$ cat src/verilog/rmec_pkg.sv
// package for the run-mode and output-enable controller
package rmec_pkg;
    // ========================================================
    // register map
    localparam logic [3:0]  RMEC_OFS_CONFIG  = 4'h0;
    localparam logic [3:0]  RMEC_OFS_COMMAND = 4'h4;
    localparam logic [3:0]  RMEC_OFS_STATUS  = 4'h8;
    // ========================================================
    // config fields
    localparam int          RMEC_CF_CONT      = 0;
    localparam int          RMEC_CF_GATE      = 1;
    localparam int          RMEC_CF_ARMED     = 2;
    localparam int          RMEC_CF_ENSRC     = 4;
    localparam int          RMEC_CF_EVEDGE    = 8;
    localparam int          RMEC_CF_TRGEDGE   = 12;
    localparam int          RMEC_CF_TRGREMOTE = 16;
    localparam int          RMEC_CF_GATELOW   = 17;
    // ========================================================
    // command fields (write one to act)
    localparam int          RMEC_CMD_ENABLE   = 0;
    localparam int          RMEC_CMD_ABORT    = 1;
    localparam int          RMEC_CMD_TRIGGER  = 2;
    localparam int          RMEC_CMD_FUNCSEL  = 3;
    // ========================================================
    // status fields
    localparam int          RMEC_ST_RUN       = 0;
    localparam int          RMEC_ST_FUNC      = 1;
    localparam int          RMEC_ST_EVLVL     = 2;
    localparam int          RMEC_ST_TRGLVL    = 3;
    // ========================================================
    // encodings
    localparam logic [1:0]  RMEC_EDGE_RISE    = 2'h0;
    localparam logic [1:0]  RMEC_EDGE_FALL    = 2'h1;
    localparam logic [1:0]  RMEC_EDGE_BOTH    = 2'h2;
    localparam logic [1:0]  RMEC_SRC_BUS      = 2'h0;
    localparam logic [1:0]  RMEC_SRC_EVENT    = 2'h1;
    localparam logic [1:0]  RMEC_SRC_TRIG     = 2'h2;
    // ========================================================
    // reset values
    localparam logic        RMEC_RST_CONT     = 1'b1;
    localparam logic        RMEC_RST_GATE     = 1'b0;
    localparam logic        RMEC_RST_ARMED    = 1'b0;

    typedef struct packed {
        logic       gate_low;
        logic       trg_remote;
        logic [1:0] trg_edge;
        logic [1:0] ev_edge;
        logic [1:0] en_src;
        logic       armed;
        logic       gate;
        logic       cont;
    } rmec_cfg_t;

    typedef enum logic {RMEC_IDLE, RMEC_RUN} rmec_state_t;
endpackage : rmec_pkg

$ cat src/verilog/rmec_top.sv
// run-mode and output-enable controller with avalon-mm register slave
//
// Behaviour
// - Event edge selector offers rising, falling or both, and only matching edges count.
// - After reset the event edge selector is rising-edge.
// - Enable starts output at once only in continuous armed mode, never in triggered modes.
// - Abort stops generation at once, except in continuous self mode where it is ignored, and the output falls to its idle condition.
// - Continuous self mode, the reset default, runs as soon as the function is selected.
// - Continuous armed mode waits for an enable and then runs until abort.
// - Enable mode and enable source matter only in continuous mode.
// - With the gate bit at 0, continuous bit at 1, the reset default, is continuous; at 0 it selects triggered mode.
// - In triggered mode only a valid trigger starts output: the trigger input, or the remote trigger when that source is chosen.
// - With the bus source, the reset default, only remote enables count; events are ignored.
// - With the event source a valid event starts generation and remote enables are ignored.
// - With the trigger source a valid trigger starts generation; remote enables are ignored.
// - Gate bit at 1 selects gated mode, 0 by default, running only while the gate is asserted.
// - A remote trigger acts only in triggered mode with the remote trigger source.
// - Every setting reads back its active value.
// - Abort is also honoured in every triggered mode, returning the output to idle.
//
// Chosen here: the Avalon-MM slave port and the address map.
`timescale 1ns/1ps
module rmec_top
    import rmec_pkg::*;
(
    input  wire logic        clock,
    input  wire logic        rst_b,
    input  wire logic [3:0]  avs_address,
    input  wire logic        avs_read,
    input  wire logic        avs_write,
    input  wire logic [31:0] avs_writedata,
    input  wire logic [3:0]  avs_byteenable,
    output logic [31:0]      avs_readdata,
    output logic             avs_waitrequest,
    input  wire logic        event_in,
    input  wire logic        trig_in,
    input  wire logic        burst_done,
    output logic             wave_run,
    output logic             idle_hold,
    output logic             burst_start,
    output logic             abort_done
);
    // ========================================================
    // edge qualifier, shared by event and trigger inputs
    // code 3 matches no edge, so an input can be muted without another bit
    function automatic logic edge_hit(input logic [1:0] sel, input logic cur, input logic prev);
        logic rise;
        logic fall;
        rise = cur & ~prev;
        fall = ~cur & prev;
        if (sel == RMEC_EDGE_RISE) begin
            edge_hit = rise;
        end else if (sel == RMEC_EDGE_FALL) begin
            edge_hit = fall;
        end else if (sel == RMEC_EDGE_BOTH) begin
            edge_hit = rise | fall;
        end else begin
            edge_hit = 1'b0;
        end
    endfunction : edge_hit

    // ========================================================
    // synchronisers
    logic [2:0]  ev_sync_q;
    logic [2:0]  trg_sync_q;

    always_ff @(posedge clock or negedge rst_b) begin
        if (!rst_b) begin
            ev_sync_q  <= 3'h0;
            trg_sync_q <= 3'h0;
        end else begin
            // bit 0 only feeds bit 1; edges compare bits 1 and 2
            ev_sync_q  <= {ev_sync_q[1:0], event_in};
            trg_sync_q <= {trg_sync_q[1:0], trig_in};
        end
    end

    // ========================================================
    // avalon slave
    rmec_cfg_t   cfg_q;
    logic        func_sel_q;
    logic        wait_q;
    logic [31:0] rdata_q;
    logic        acc_go;
    logic        wr_go;
    logic        cmd_enable;
    logic        cmd_abort;
    logic        cmd_trig;
    rmec_state_t state_q;
    logic [31:0] cfg_word;

    assign acc_go = (avs_read | avs_write) & ~wait_q;
    assign wr_go  = avs_write & ~wait_q;

    always_comb begin
        cfg_word                               = 32'h0;
        cfg_word[RMEC_CF_CONT]                 = cfg_q.cont;
        cfg_word[RMEC_CF_GATE]                 = cfg_q.gate;
        cfg_word[RMEC_CF_ARMED]                = cfg_q.armed;
        cfg_word[RMEC_CF_ENSRC +: 2]           = cfg_q.en_src;
        cfg_word[RMEC_CF_EVEDGE +: 2]          = cfg_q.ev_edge;
        cfg_word[RMEC_CF_TRGEDGE +: 2]         = cfg_q.trg_edge;
        cfg_word[RMEC_CF_TRGREMOTE]            = cfg_q.trg_remote;
        cfg_word[RMEC_CF_GATELOW]              = cfg_q.gate_low;
    end

    // one wait cycle, then a single low cycle for the accepting edge
    always_ff @(posedge clock or negedge rst_b) begin
        if (!rst_b) begin
            wait_q <= 1'b1;
        end else if ((avs_read | avs_write) && wait_q) begin
            wait_q <= 1'b0;
        end else begin
            wait_q <= 1'b1;
        end
    end

    always_ff @(posedge clock or negedge rst_b) begin
        if (!rst_b) begin
            rdata_q <= 32'h0;
        end else if (avs_read && wait_q) begin
            if (avs_address == RMEC_OFS_CONFIG) begin
                rdata_q <= cfg_word;
            end else if (avs_address == RMEC_OFS_STATUS) begin
                rdata_q                  <= 32'h0;
                rdata_q[RMEC_ST_RUN]     <= (state_q == RMEC_RUN);
                rdata_q[RMEC_ST_FUNC]    <= func_sel_q;
                rdata_q[RMEC_ST_EVLVL]   <= ev_sync_q[2];
                rdata_q[RMEC_ST_TRGLVL]  <= trg_sync_q[2];
            end else begin
                rdata_q <= 32'h0;
            end
        end
    end

    always_ff @(posedge clock or negedge rst_b) begin
        if (!rst_b) begin
            cfg_q.cont       <= RMEC_RST_CONT;
            cfg_q.gate       <= RMEC_RST_GATE;
            cfg_q.armed      <= RMEC_RST_ARMED;
            cfg_q.en_src     <= RMEC_SRC_BUS;
            cfg_q.ev_edge    <= RMEC_EDGE_RISE;
            cfg_q.trg_edge   <= RMEC_EDGE_RISE;
            cfg_q.trg_remote <= 1'b0;
            cfg_q.gate_low   <= 1'b0;
        end else if (wr_go && avs_address == RMEC_OFS_CONFIG) begin
            if (avs_byteenable[0]) begin
                cfg_q.cont   <= avs_writedata[RMEC_CF_CONT];
                cfg_q.gate   <= avs_writedata[RMEC_CF_GATE];
                cfg_q.armed  <= avs_writedata[RMEC_CF_ARMED];
                cfg_q.en_src <= avs_writedata[RMEC_CF_ENSRC +: 2];
            end
            if (avs_byteenable[1]) begin
                cfg_q.ev_edge  <= avs_writedata[RMEC_CF_EVEDGE +: 2];
                cfg_q.trg_edge <= avs_writedata[RMEC_CF_TRGEDGE +: 2];
            end
            if (avs_byteenable[2]) begin
                cfg_q.trg_remote <= avs_writedata[RMEC_CF_TRGREMOTE];
                cfg_q.gate_low   <= avs_writedata[RMEC_CF_GATELOW];
            end
        end
    end

    assign cmd_enable = wr_go && avs_address == RMEC_OFS_COMMAND && avs_byteenable[0]
                        && avs_writedata[RMEC_CMD_ENABLE];
    assign cmd_abort  = wr_go && avs_address == RMEC_OFS_COMMAND && avs_byteenable[0]
                        && avs_writedata[RMEC_CMD_ABORT];
    assign cmd_trig   = wr_go && avs_address == RMEC_OFS_COMMAND && avs_byteenable[0]
                        && avs_writedata[RMEC_CMD_TRIGGER];

    always_ff @(posedge clock or negedge rst_b) begin
        if (!rst_b) begin
            func_sel_q <= 1'b0;
        end else if (wr_go && avs_address == RMEC_OFS_COMMAND && avs_byteenable[0]
                     && avs_writedata[RMEC_CMD_FUNCSEL]) begin
            func_sel_q <= 1'b1;
        end
    end

    // ========================================================
    // mode decode and start sources
    logic        mode_gated;
    logic        mode_trig;
    logic        mode_cont;
    logic        ev_pulse;
    logic        trg_pulse;
    logic        gate_lvl;
    logic        enable_hit;
    logic        trig_fire;
    logic        abort_hit;

    assign mode_gated = cfg_q.gate;
    assign mode_trig  = ~cfg_q.gate & ~cfg_q.cont;
    assign mode_cont  = ~cfg_q.gate & cfg_q.cont;
    assign ev_pulse   = edge_hit(cfg_q.ev_edge, ev_sync_q[1], ev_sync_q[2]);
    assign trg_pulse  = edge_hit(cfg_q.trg_edge, trg_sync_q[1], trg_sync_q[2]);
    assign gate_lvl   = trg_sync_q[1] ^ cfg_q.gate_low;

    // only the chosen source may enable; others are dropped
    always_comb begin
        if (cfg_q.en_src == RMEC_SRC_BUS) begin
            enable_hit = cmd_enable;
        end else if (cfg_q.en_src == RMEC_SRC_EVENT) begin
            enable_hit = ev_pulse;
        end else if (cfg_q.en_src == RMEC_SRC_TRIG) begin
            enable_hit = trg_pulse;
        end else begin
            enable_hit = 1'b0;
        end
    end

    // remote trigger stands in for the input only when chosen
    assign trig_fire = mode_trig & (cfg_q.trg_remote ? cmd_trig : trg_pulse);
    // self mode has nothing armed to abort
    assign abort_hit = cmd_abort & ~(mode_cont & ~cfg_q.armed);

    // ========================================================
    // run state
    rmec_state_t state_d;

    // burst_done only ends triggered runs; continuous runs ignore it
    always_comb begin
        state_d = state_q;
        if (mode_gated) begin
            state_d = (gate_lvl && !abort_hit) ? RMEC_RUN : RMEC_IDLE;
        end else if (mode_trig) begin
            if (abort_hit || (state_q == RMEC_RUN && burst_done)) begin
                state_d = RMEC_IDLE;
            end else if (trig_fire) begin
                state_d = RMEC_RUN;
            end
        end else if (!cfg_q.armed) begin
            state_d = func_sel_q ? RMEC_RUN : RMEC_IDLE;
        end else if (abort_hit) begin
            state_d = RMEC_IDLE;
        end else if (enable_hit) begin
            state_d = RMEC_RUN;
        end
    end

    always_ff @(posedge clock or negedge rst_b) begin
        if (!rst_b) begin
            state_q <= RMEC_IDLE;
        end else begin
            state_q <= state_d;
        end
    end

    logic        run_q;
    logic        idle_q;
    logic        burst_q;
    logic        abort_q;

    always_ff @(posedge clock or negedge rst_b) begin
        if (!rst_b) begin
            run_q   <= 1'b0;
            idle_q  <= 1'b1;
            burst_q <= 1'b0;
            abort_q <= 1'b0;
        end else begin
            run_q   <= (state_d == RMEC_RUN);
            idle_q  <= (state_d != RMEC_RUN);
            burst_q <= trig_fire & ~abort_hit;
            abort_q <= abort_hit;
        end
    end

    assign wave_run        = run_q;
    assign idle_hold       = idle_q;
    assign burst_start     = burst_q;
    assign abort_done      = abort_q;
    assign avs_readdata    = rdata_q;
    assign avs_waitrequest = wait_q;

    // ========================================================
    // checks
    a_edge_filter_fall: assert property (@(posedge clock) disable iff (!rst_b)
        (cfg_q.ev_edge == RMEC_EDGE_FALL && ev_sync_q[1] && !ev_sync_q[2]) |-> !ev_pulse)
        else $error("rising event edge accepted with falling selection");
    a_edge_reset_rise: assert property (@(posedge clock)
        $rose(rst_b) |-> cfg_q.ev_edge == RMEC_EDGE_RISE)
        else $error("event edge not rising after reset");
    a_enable_starts_run: assert property (@(posedge clock) disable iff (!rst_b)
        (mode_cont && cfg_q.armed && cfg_q.en_src == RMEC_SRC_BUS && cmd_enable && !cmd_abort)
        |=> wave_run ##1 wave_run)
        else $error("enable did not start armed output");
    a_abort_to_idle: assert property (@(posedge clock) disable iff (!rst_b)
        abort_hit |=> !wave_run && idle_hold && abort_done)
        else $error("abort did not stop output");
    a_self_mode_runs: assert property (@(posedge clock) disable iff (!rst_b)
        (mode_cont && !cfg_q.armed && func_sel_q) |=> wave_run)
        else $error("self mode did not run");
    a_armed_holds_off: assert property (@(posedge clock) disable iff (!rst_b)
        (mode_cont && cfg_q.armed && state_q == RMEC_IDLE && !enable_hit) |=> !wave_run)
        else $error("armed mode ran without enable");
    a_enable_ignored_trig: assert property (@(posedge clock) disable iff (!rst_b)
        (mode_trig && !trig_fire && !abort_hit && !burst_done) |=> $stable(state_q))
        else $error("triggered mode started without trigger");
    a_bus_ignores_event: assert property (@(posedge clock) disable iff (!rst_b)
        (cfg_q.en_src == RMEC_SRC_BUS && ev_pulse && !cmd_enable) |-> !enable_hit)
        else $error("event enabled bus source");
    a_event_starts_run: assert property (@(posedge clock) disable iff (!rst_b)
        (mode_cont && cfg_q.armed && cfg_q.en_src == RMEC_SRC_EVENT && !cmd_abort)
        |-> (enable_hit == ev_pulse))
        else $error("event source enable mismatch");
    a_trig_src_start: assert property (@(posedge clock) disable iff (!rst_b)
        (mode_cont && cfg_q.armed && cfg_q.en_src == RMEC_SRC_TRIG && trg_pulse && !cmd_abort)
        |=> wave_run)
        else $error("trigger source did not start output");
    a_gate_follows_lvl: assert property (@(posedge clock) disable iff (!rst_b)
        (mode_gated && !cmd_abort) |=> wave_run == $past(gate_lvl))
        else $error("gated output does not follow gate");
    a_remote_trig_gate: assert property (@(posedge clock) disable iff (!rst_b)
        (cmd_trig && !(mode_trig && cfg_q.trg_remote) && !(mode_trig && trg_pulse))
        |=> !burst_start)
        else $error("remote trigger acted outside its mode");
    a_config_readback: assert property (@(posedge clock) disable iff (!rst_b)
        (avs_read && wait_q && avs_address == RMEC_OFS_CONFIG && !avs_write)
        |=> avs_readdata == $past(cfg_word) && !avs_waitrequest)
        else $error("config readback mismatch");
    a_edge_filter_rise: assert property (@(posedge clock) disable iff (!rst_b)
        (cfg_q.ev_edge == RMEC_EDGE_RISE && !ev_sync_q[1] && ev_sync_q[2]) |-> !ev_pulse)
        else $error("falling event edge accepted with rising selection");
    a_edge_both_pass: assert property (@(posedge clock) disable iff (!rst_b)
        (cfg_q.ev_edge == RMEC_EDGE_BOTH && ev_sync_q[1] != ev_sync_q[2]) |-> ev_pulse)
        else $error("event edge dropped with both edges selected");
    a_idle_is_inverse: assert property (@(posedge clock) disable iff (!rst_b)
        idle_hold != wave_run)
        else $error("idle flag does not mirror run");
    a_abort_trig_mode: assert property (@(posedge clock) disable iff (!rst_b)
        (mode_trig && cmd_abort) |=> !wave_run && abort_done)
        else $error("abort ignored in triggered mode");
    a_trig_starts_run: assert property (@(posedge clock) disable iff (!rst_b)
        (trig_fire && !abort_hit && !burst_done) |=> wave_run && burst_start)
        else $error("valid trigger did not start a burst");
    a_burst_only_trig: assert property (@(posedge clock) disable iff (!rst_b)
        burst_start |-> $past(mode_trig))
        else $error("burst started outside triggered mode");
    a_trig_mode_waits: assert property (@(posedge clock) disable iff (!rst_b)
        (mode_trig && state_q == RMEC_IDLE && !trig_fire) |=> !wave_run)
        else $error("enable source acted in triggered mode");
    a_remote_trig_runs: assert property (@(posedge clock) disable iff (!rst_b)
        (mode_trig && cfg_q.trg_remote && cmd_trig && !cmd_abort && !burst_done)
        |=> wave_run && burst_start)
        else $error("remote trigger did not start a burst");
    a_sync_two_stage: assert property (@(posedge clock) disable iff (!rst_b)
        $rose(ev_sync_q[1]) |-> $past(event_in, 2))
        else $error("event synchroniser depth wrong");
endmodule : rmec_top

$ cat config.mk
export PLATFORM = sky130hd
export DESIGN_NAME = rmec_top
export DESIGN_NICKNAME = d
export VERILOG_FILES = /design/src/verilog/rmec_pkg.sv /design/src/verilog/rmec_top.sv
export SDC_FILE = /design/constraint.sdc
export NUM_CORES = 1
export LEC_CHECK = 0
export ABC_AREA = 1
export BUFFER_PORTS_ARGS = -buffer_cell sky130_fd_sc_hd__buf_2
export CORE_MARGIN = 4
export CORE_UTILIZATION = 30
export DETAILED_ROUTE_END_ITERATION = 6
export PLACE_DENSITY_LB_ADDON = 0.05
export SYNTH_ARGS = -nofsm -noshare
export SYNTH_HDL_FRONTEND = slang
export SYNTH_SLANG_ARGS = --single-unit
$ cat constraint.sdc
create_clock -name clock -period 4.2 [get_ports clock]
set_input_delay 0.63 -clock clock [delete_from_list [all_inputs] [get_ports clock]]
set_output_delay 0.63 -clock clock [all_outputs]
set_load 0.02 [all_outputs]
[Word-level counts from Yosys, hierarchy flattened]
Cells that the tools add are included.
Word-level totals
  memories kept: 0
  bits of input ports: 47
  bits in read-only memories: 0
  memory bits (writable): 0
  latch bits: 0
  output and inout port bits: 37
  bits in registers: 55
  word-level logic and storage cells: 93
Cells by class
  magnitude comparators: 0
  $add $sub $neg: 0
  shift-type cells: 0
  $mul: 0
  equality and inequality tests: 8
  bitwise gates (word level): 26
  divide/modulo/power cells: 0
  muxes and demuxes: 22
  reduce and logical (&&, ||, !) cells: 20
Operator list (count)
  two-way mux 1 bit: 20
  two-way mux 18 bit: 1
  bitwise AND 1 bit: 11
  logical AND 1 bit: 11
  NOT 1 bit: 11
  equality test 2 x 1 -> 1 bit (second input constant): 3
  equality test 2 bit (second input constant): 3
  zero test 2 bit: 3
  AND reduction 2 bit: 3
  equality test 4 x 3 -> 1 bit (second input constant): 1
  equality test 4 bit (second input constant): 1
  zero test 4 bit: 1
  two-way mux 4 bit: 1
  bitwise OR 1 bit: 3
  zero test 1 bit: 1
  logical OR 1 bit: 1
  bitwise XOR 1 bit: 1

[Longest topological paths before layout]
  word-level depth: 15
  mapped depth: 11
  mapped depth without buffers: 11

[Worst setup path after synthesis]
No wires, ideal clock.
  path kind: input to register
  from: in avs_address[0]
  to: reg cfg_q[10] in the netlist's numbering
  path buffers: 0
  stages: 7
  library setup time: 0.125 ns
  data required time: 4.075 ns
  data arrival time: 1.370 ns
  setup slack: 2.705 ns
  cell sequence: inv_1 > nand2_2 > inv_2 > nand3_2 > nor2_4 > nand2_2 > mux2_4
Between the ends
  longest elaborated chain between the ends: 3
RTL lines
  start: declaration: line rmec_top.sv:28  | input wire logic [3:0] avs_address,
  zero test 4 bit: line rmec_top.sv:146  | end else if (wr_go && avs_address == RMEC_OFS_CONFIG) begin
  logical AND 1 bit: line rmec_top.sv:146
  AND reduction 2 bit (no source line)
  end: declaration: line rmec_top.sv:80  | rmec_cfg_t cfg_q;
No other way between the ends.
A chain may end at the register's enable or synchronous reset.

[Worst setup path in the final report]
  from: reg wait_q, in the netlist avs_waitrequest
  to: out avs_waitrequest
RTL lines
  start: declaration: line rmec_top.sv:82  | logic wait_q;
  start signal: assignment: line rmec_top.sv:110  | wait_q <= 1'b1;
  start signal: assignment: line rmec_top.sv:112  | wait_q <= 1'b0;
  start signal: assignment: line rmec_top.sv:114  | wait_q <= 1'b1;
  end: declaration: line rmec_top.sv:34  | output logic avs_waitrequest,
No word-level cell between the ends.

==> metrics.cfg <==
[critical_path]
critPathMaxStageDelay_ps = 560
timing.rr.start = avs_waitrequest
rrSetupSlack_ps = 2640
crit_cells = 1
cp_max_fo = 4
worstSetupStartpoint = avs_waitrequest
r2r-end = avs_readdata[17]
worstSetupEndpoint = avs_waitrequest
rr_worst_depth = 4
crit_family = flip-flops
worst_path_max_delay_cell = dfstp_2
crit_buf_inv = 1
path_class = flop to output port
crit_arrival_ps = 1020
cp.required_ps = 3570
startpoint_type = flop
critPathCaptureType = output port
crit_chain = buf_2

[drt]
num_vias = 1373
drt-total-wl_mm = 3.94
wl_met1_mm = 1.91
final_antenna_net_count = 0
drc = 0
drt_first_iter_violations = 46
met3_wirelength_um = 338
wl_per_cell_um = 12.0
top_layer = met4
first_pass_iters = 4
vias_per_cell = 4.19
met2_length_mm = 1.66

[place]
place_area_mm2 = 0.00202
io_buffers = 42
gp_congestion = 0.781
dp_hpwl_mm = 3.07
dp_slack_ps = 2230
dp_cells = 320

[grt]
grt-ovfl-total = 0
antenna_found_initial = 0
grt_max_degree = 36
grt_pass1_wl_mm = 6.46
grt.total_usage_pct = 11.3
grt_pass1_vias = 1260

[pwr]
peakVddDrop_v = 0.000135
power_leakage_nw = 1.15
power_density_mw_per_mm2 = 376

[synthesis]
yosysSeqAreaShare_pct = 48.5
synth_top_area_share_pct = 44.2
ys_warn_count = 0
yosys.area.top_type = dfrtp_1
syn_inst = 207
synth.area.top_cells = dfrtp_1, nand2_1, buf_4, inv_1, dfstp_2
yosysUniqueCellTypes = 29
syn-cell-area_mm2 = 0.00181
syn_avg_cell_area_um2 = 8.75
ys_ff_latch = 35

[clock_network]
cts-root-buf = clkbuf_8
cts_hold_buf = 0
cts.sinks = 35
cts.path.max_buffers = 2
post_cts_buffers = 0
cts_tree = yes
numCtsBuffers = 5
cts.repair.resized = 0
clk_latency_ps = 290
cts.clk_slew.worst_paths_ps = 80
htreeDepth = 2

[floorplan]
die_area_mm2 = 0.00735
dieHeight_um = 85.7
fp-row-count = 28
ios = 84
die_x_um = 85.7
core_mm2 = 0.00589
start_util_pct = 30.8

[sta]
rsz0062_at_grt = false
whs_ps = 352
fmax_mhz = 606
tightest_slew_ps = 784
maxSlewHeadroom_pct = 47.7
finalCriticalPeriod_ps = 1650
setup_tns_ps = 0
finClkSkew_ps = 6.11
hold_violations = 0
finalMaxSlewViolations = 0
finalCritPeriodShare_pct = 39.3
setup_slack_ps = 2550
finalSetupViolCount = 0

[finish]
area_growth_syn_to_layout_pct = 16.3
finalNetCount = 303
design_area_mm2 = 0.00211
drive_above_1_share_pct = 27.7
diodes = 0
fin_cells = 328
fillers = 646

[run_status]
status = finished clean

[hold_path]
hold_class = flop to flop

[flow_run]
cap_violations = 0

[cell usage in the layout (no fill, tap or decap), types with 2 or more instances in the layout]
| cell type | n |
|---|---|
| a21oi_1 | 8 |
| buf_2 | 42 |
| clkbuf_8 | 5 |
| conb_1 | 20 |
| dfrtp_1 | 32 |
| dfstp_2 | 3 |
| ha_1 | 4 |
| inv_1 | 26 |
| inv_2 | 4 |
| mux2_4 | 2 |
| nand2_1 | 45 |
| nand2_2 | 3 |
| nand3_1 | 14 |
| nand3_2 | 2 |
| nand3b_1 | 2 |
| nor2_1 | 13 |
| nor2_4 | 2 |
| o21ai_0 | 4 |
| o22ai_1 | 3 |
| o31ai_1 | 7 |
[sequential cells by signal (all words and copies together) (netlist names)]
signal and flops:
ev_sync_q 3, cfg_q 10, idle_hold 1, wave_run 1, mode_gated 1, avs_readdata 12, trg_sync_q 3, func_sel_q 1
abort_done 1, burst_start 1, avs_waitrequest 1
[synth_stat cells]
cell	number
and2_4	1
nor2_2	1
nand2_1	45
a211oi_1	1
a21oi_1	8
inv_1	26
nor2_4	2
xnor2_1	1
inv_2	4
o22ai_1	3
buf_2	3
nand2_2	3
nor3_1	1
buf_4	20
dfrtp_1	32
ha_1	4
nand3_2	2
nor2_1	13
nand2_4	1
a21boi_2	1
o21ai_2	1
o31ai_1	7
conb_1	1
o21ai_0	4
o21bai_1	1
nand3_1	14
mux2_4	2
nand3b_1	2
dfstp_2	3
[how the worst min path moves through the flow]
stage	startpoint	endpoint	slack, ps	depth (start not counted)
floorplan	rst_b	abort_done	330	0
global placement	ev_sync_q[0]	ev_sync_q[1]	330	0
detailed placement	ev_sync_q[0]	ev_sync_q[1]	340	0
CTS	ev_sync_q[0]	ev_sync_q[1]	350	0
global route	ev_sync_q[0]	ev_sync_q[1]	360	0
finish	ev_sync_q[0]	ev_sync_q[1]	350	0
[routing by layer]
metal / track usage (%) / vias up
li1: - / 706
met5: 0 / -
met3: 3.65 / 2
met4: 4.32 / 0
met2: 16.8 / 51
met1: 15.4 / 614
[logic make-up after synthesis]
logic type	count (synthesis)	share of synthesized area, %
simple gates	85	21.8
buf+inv	53	15.3
flops	35	48.6
compound gates	26	9.19
fa+ha+maj	4	2.76
mux	2	1.66
other cells	1	0.207
xor+xnor	1	0.484
[through the flow]
stage | util (%) | power, mW
3_5_place_dp | 34.4 | 0.558
4_1_cts | 35.8 | 0.807
2_1_floorplan | - | 0.517
5_1_grt | 35.8 | 0.841
6_report | 35.8 | 0.792
3_3_place_gp | 34.4 | 0.557
[area by class of cell]
| cell class | count | area [um2] | share of cell area (%) |
|---|---|---|---|
| inverters | 30 | 113 | 5.34 |
| clock buffers | 6 | 72.6 | 3.44 |
| repair buffers | 42 | 210 | 9.98 |
| clock inverters | 2 | 12.5 | 0.594 |
| multi-input cells | 138 | 726 | 34.4 |
| well taps | 75 | 93.8 | 4.45 |
| flip-flops and latches | 35 | 880 | 41.7 |
[report_power, final]
part / internal, mW / leakage, nW / switching, mW
logic: 0.0512 / 0.696 / 0.106
clock network: 0.116 / 0.0412 / 0.129
registers: 0.371 / 0.418 / 0.0195
(Power assumes the default switching activity.)
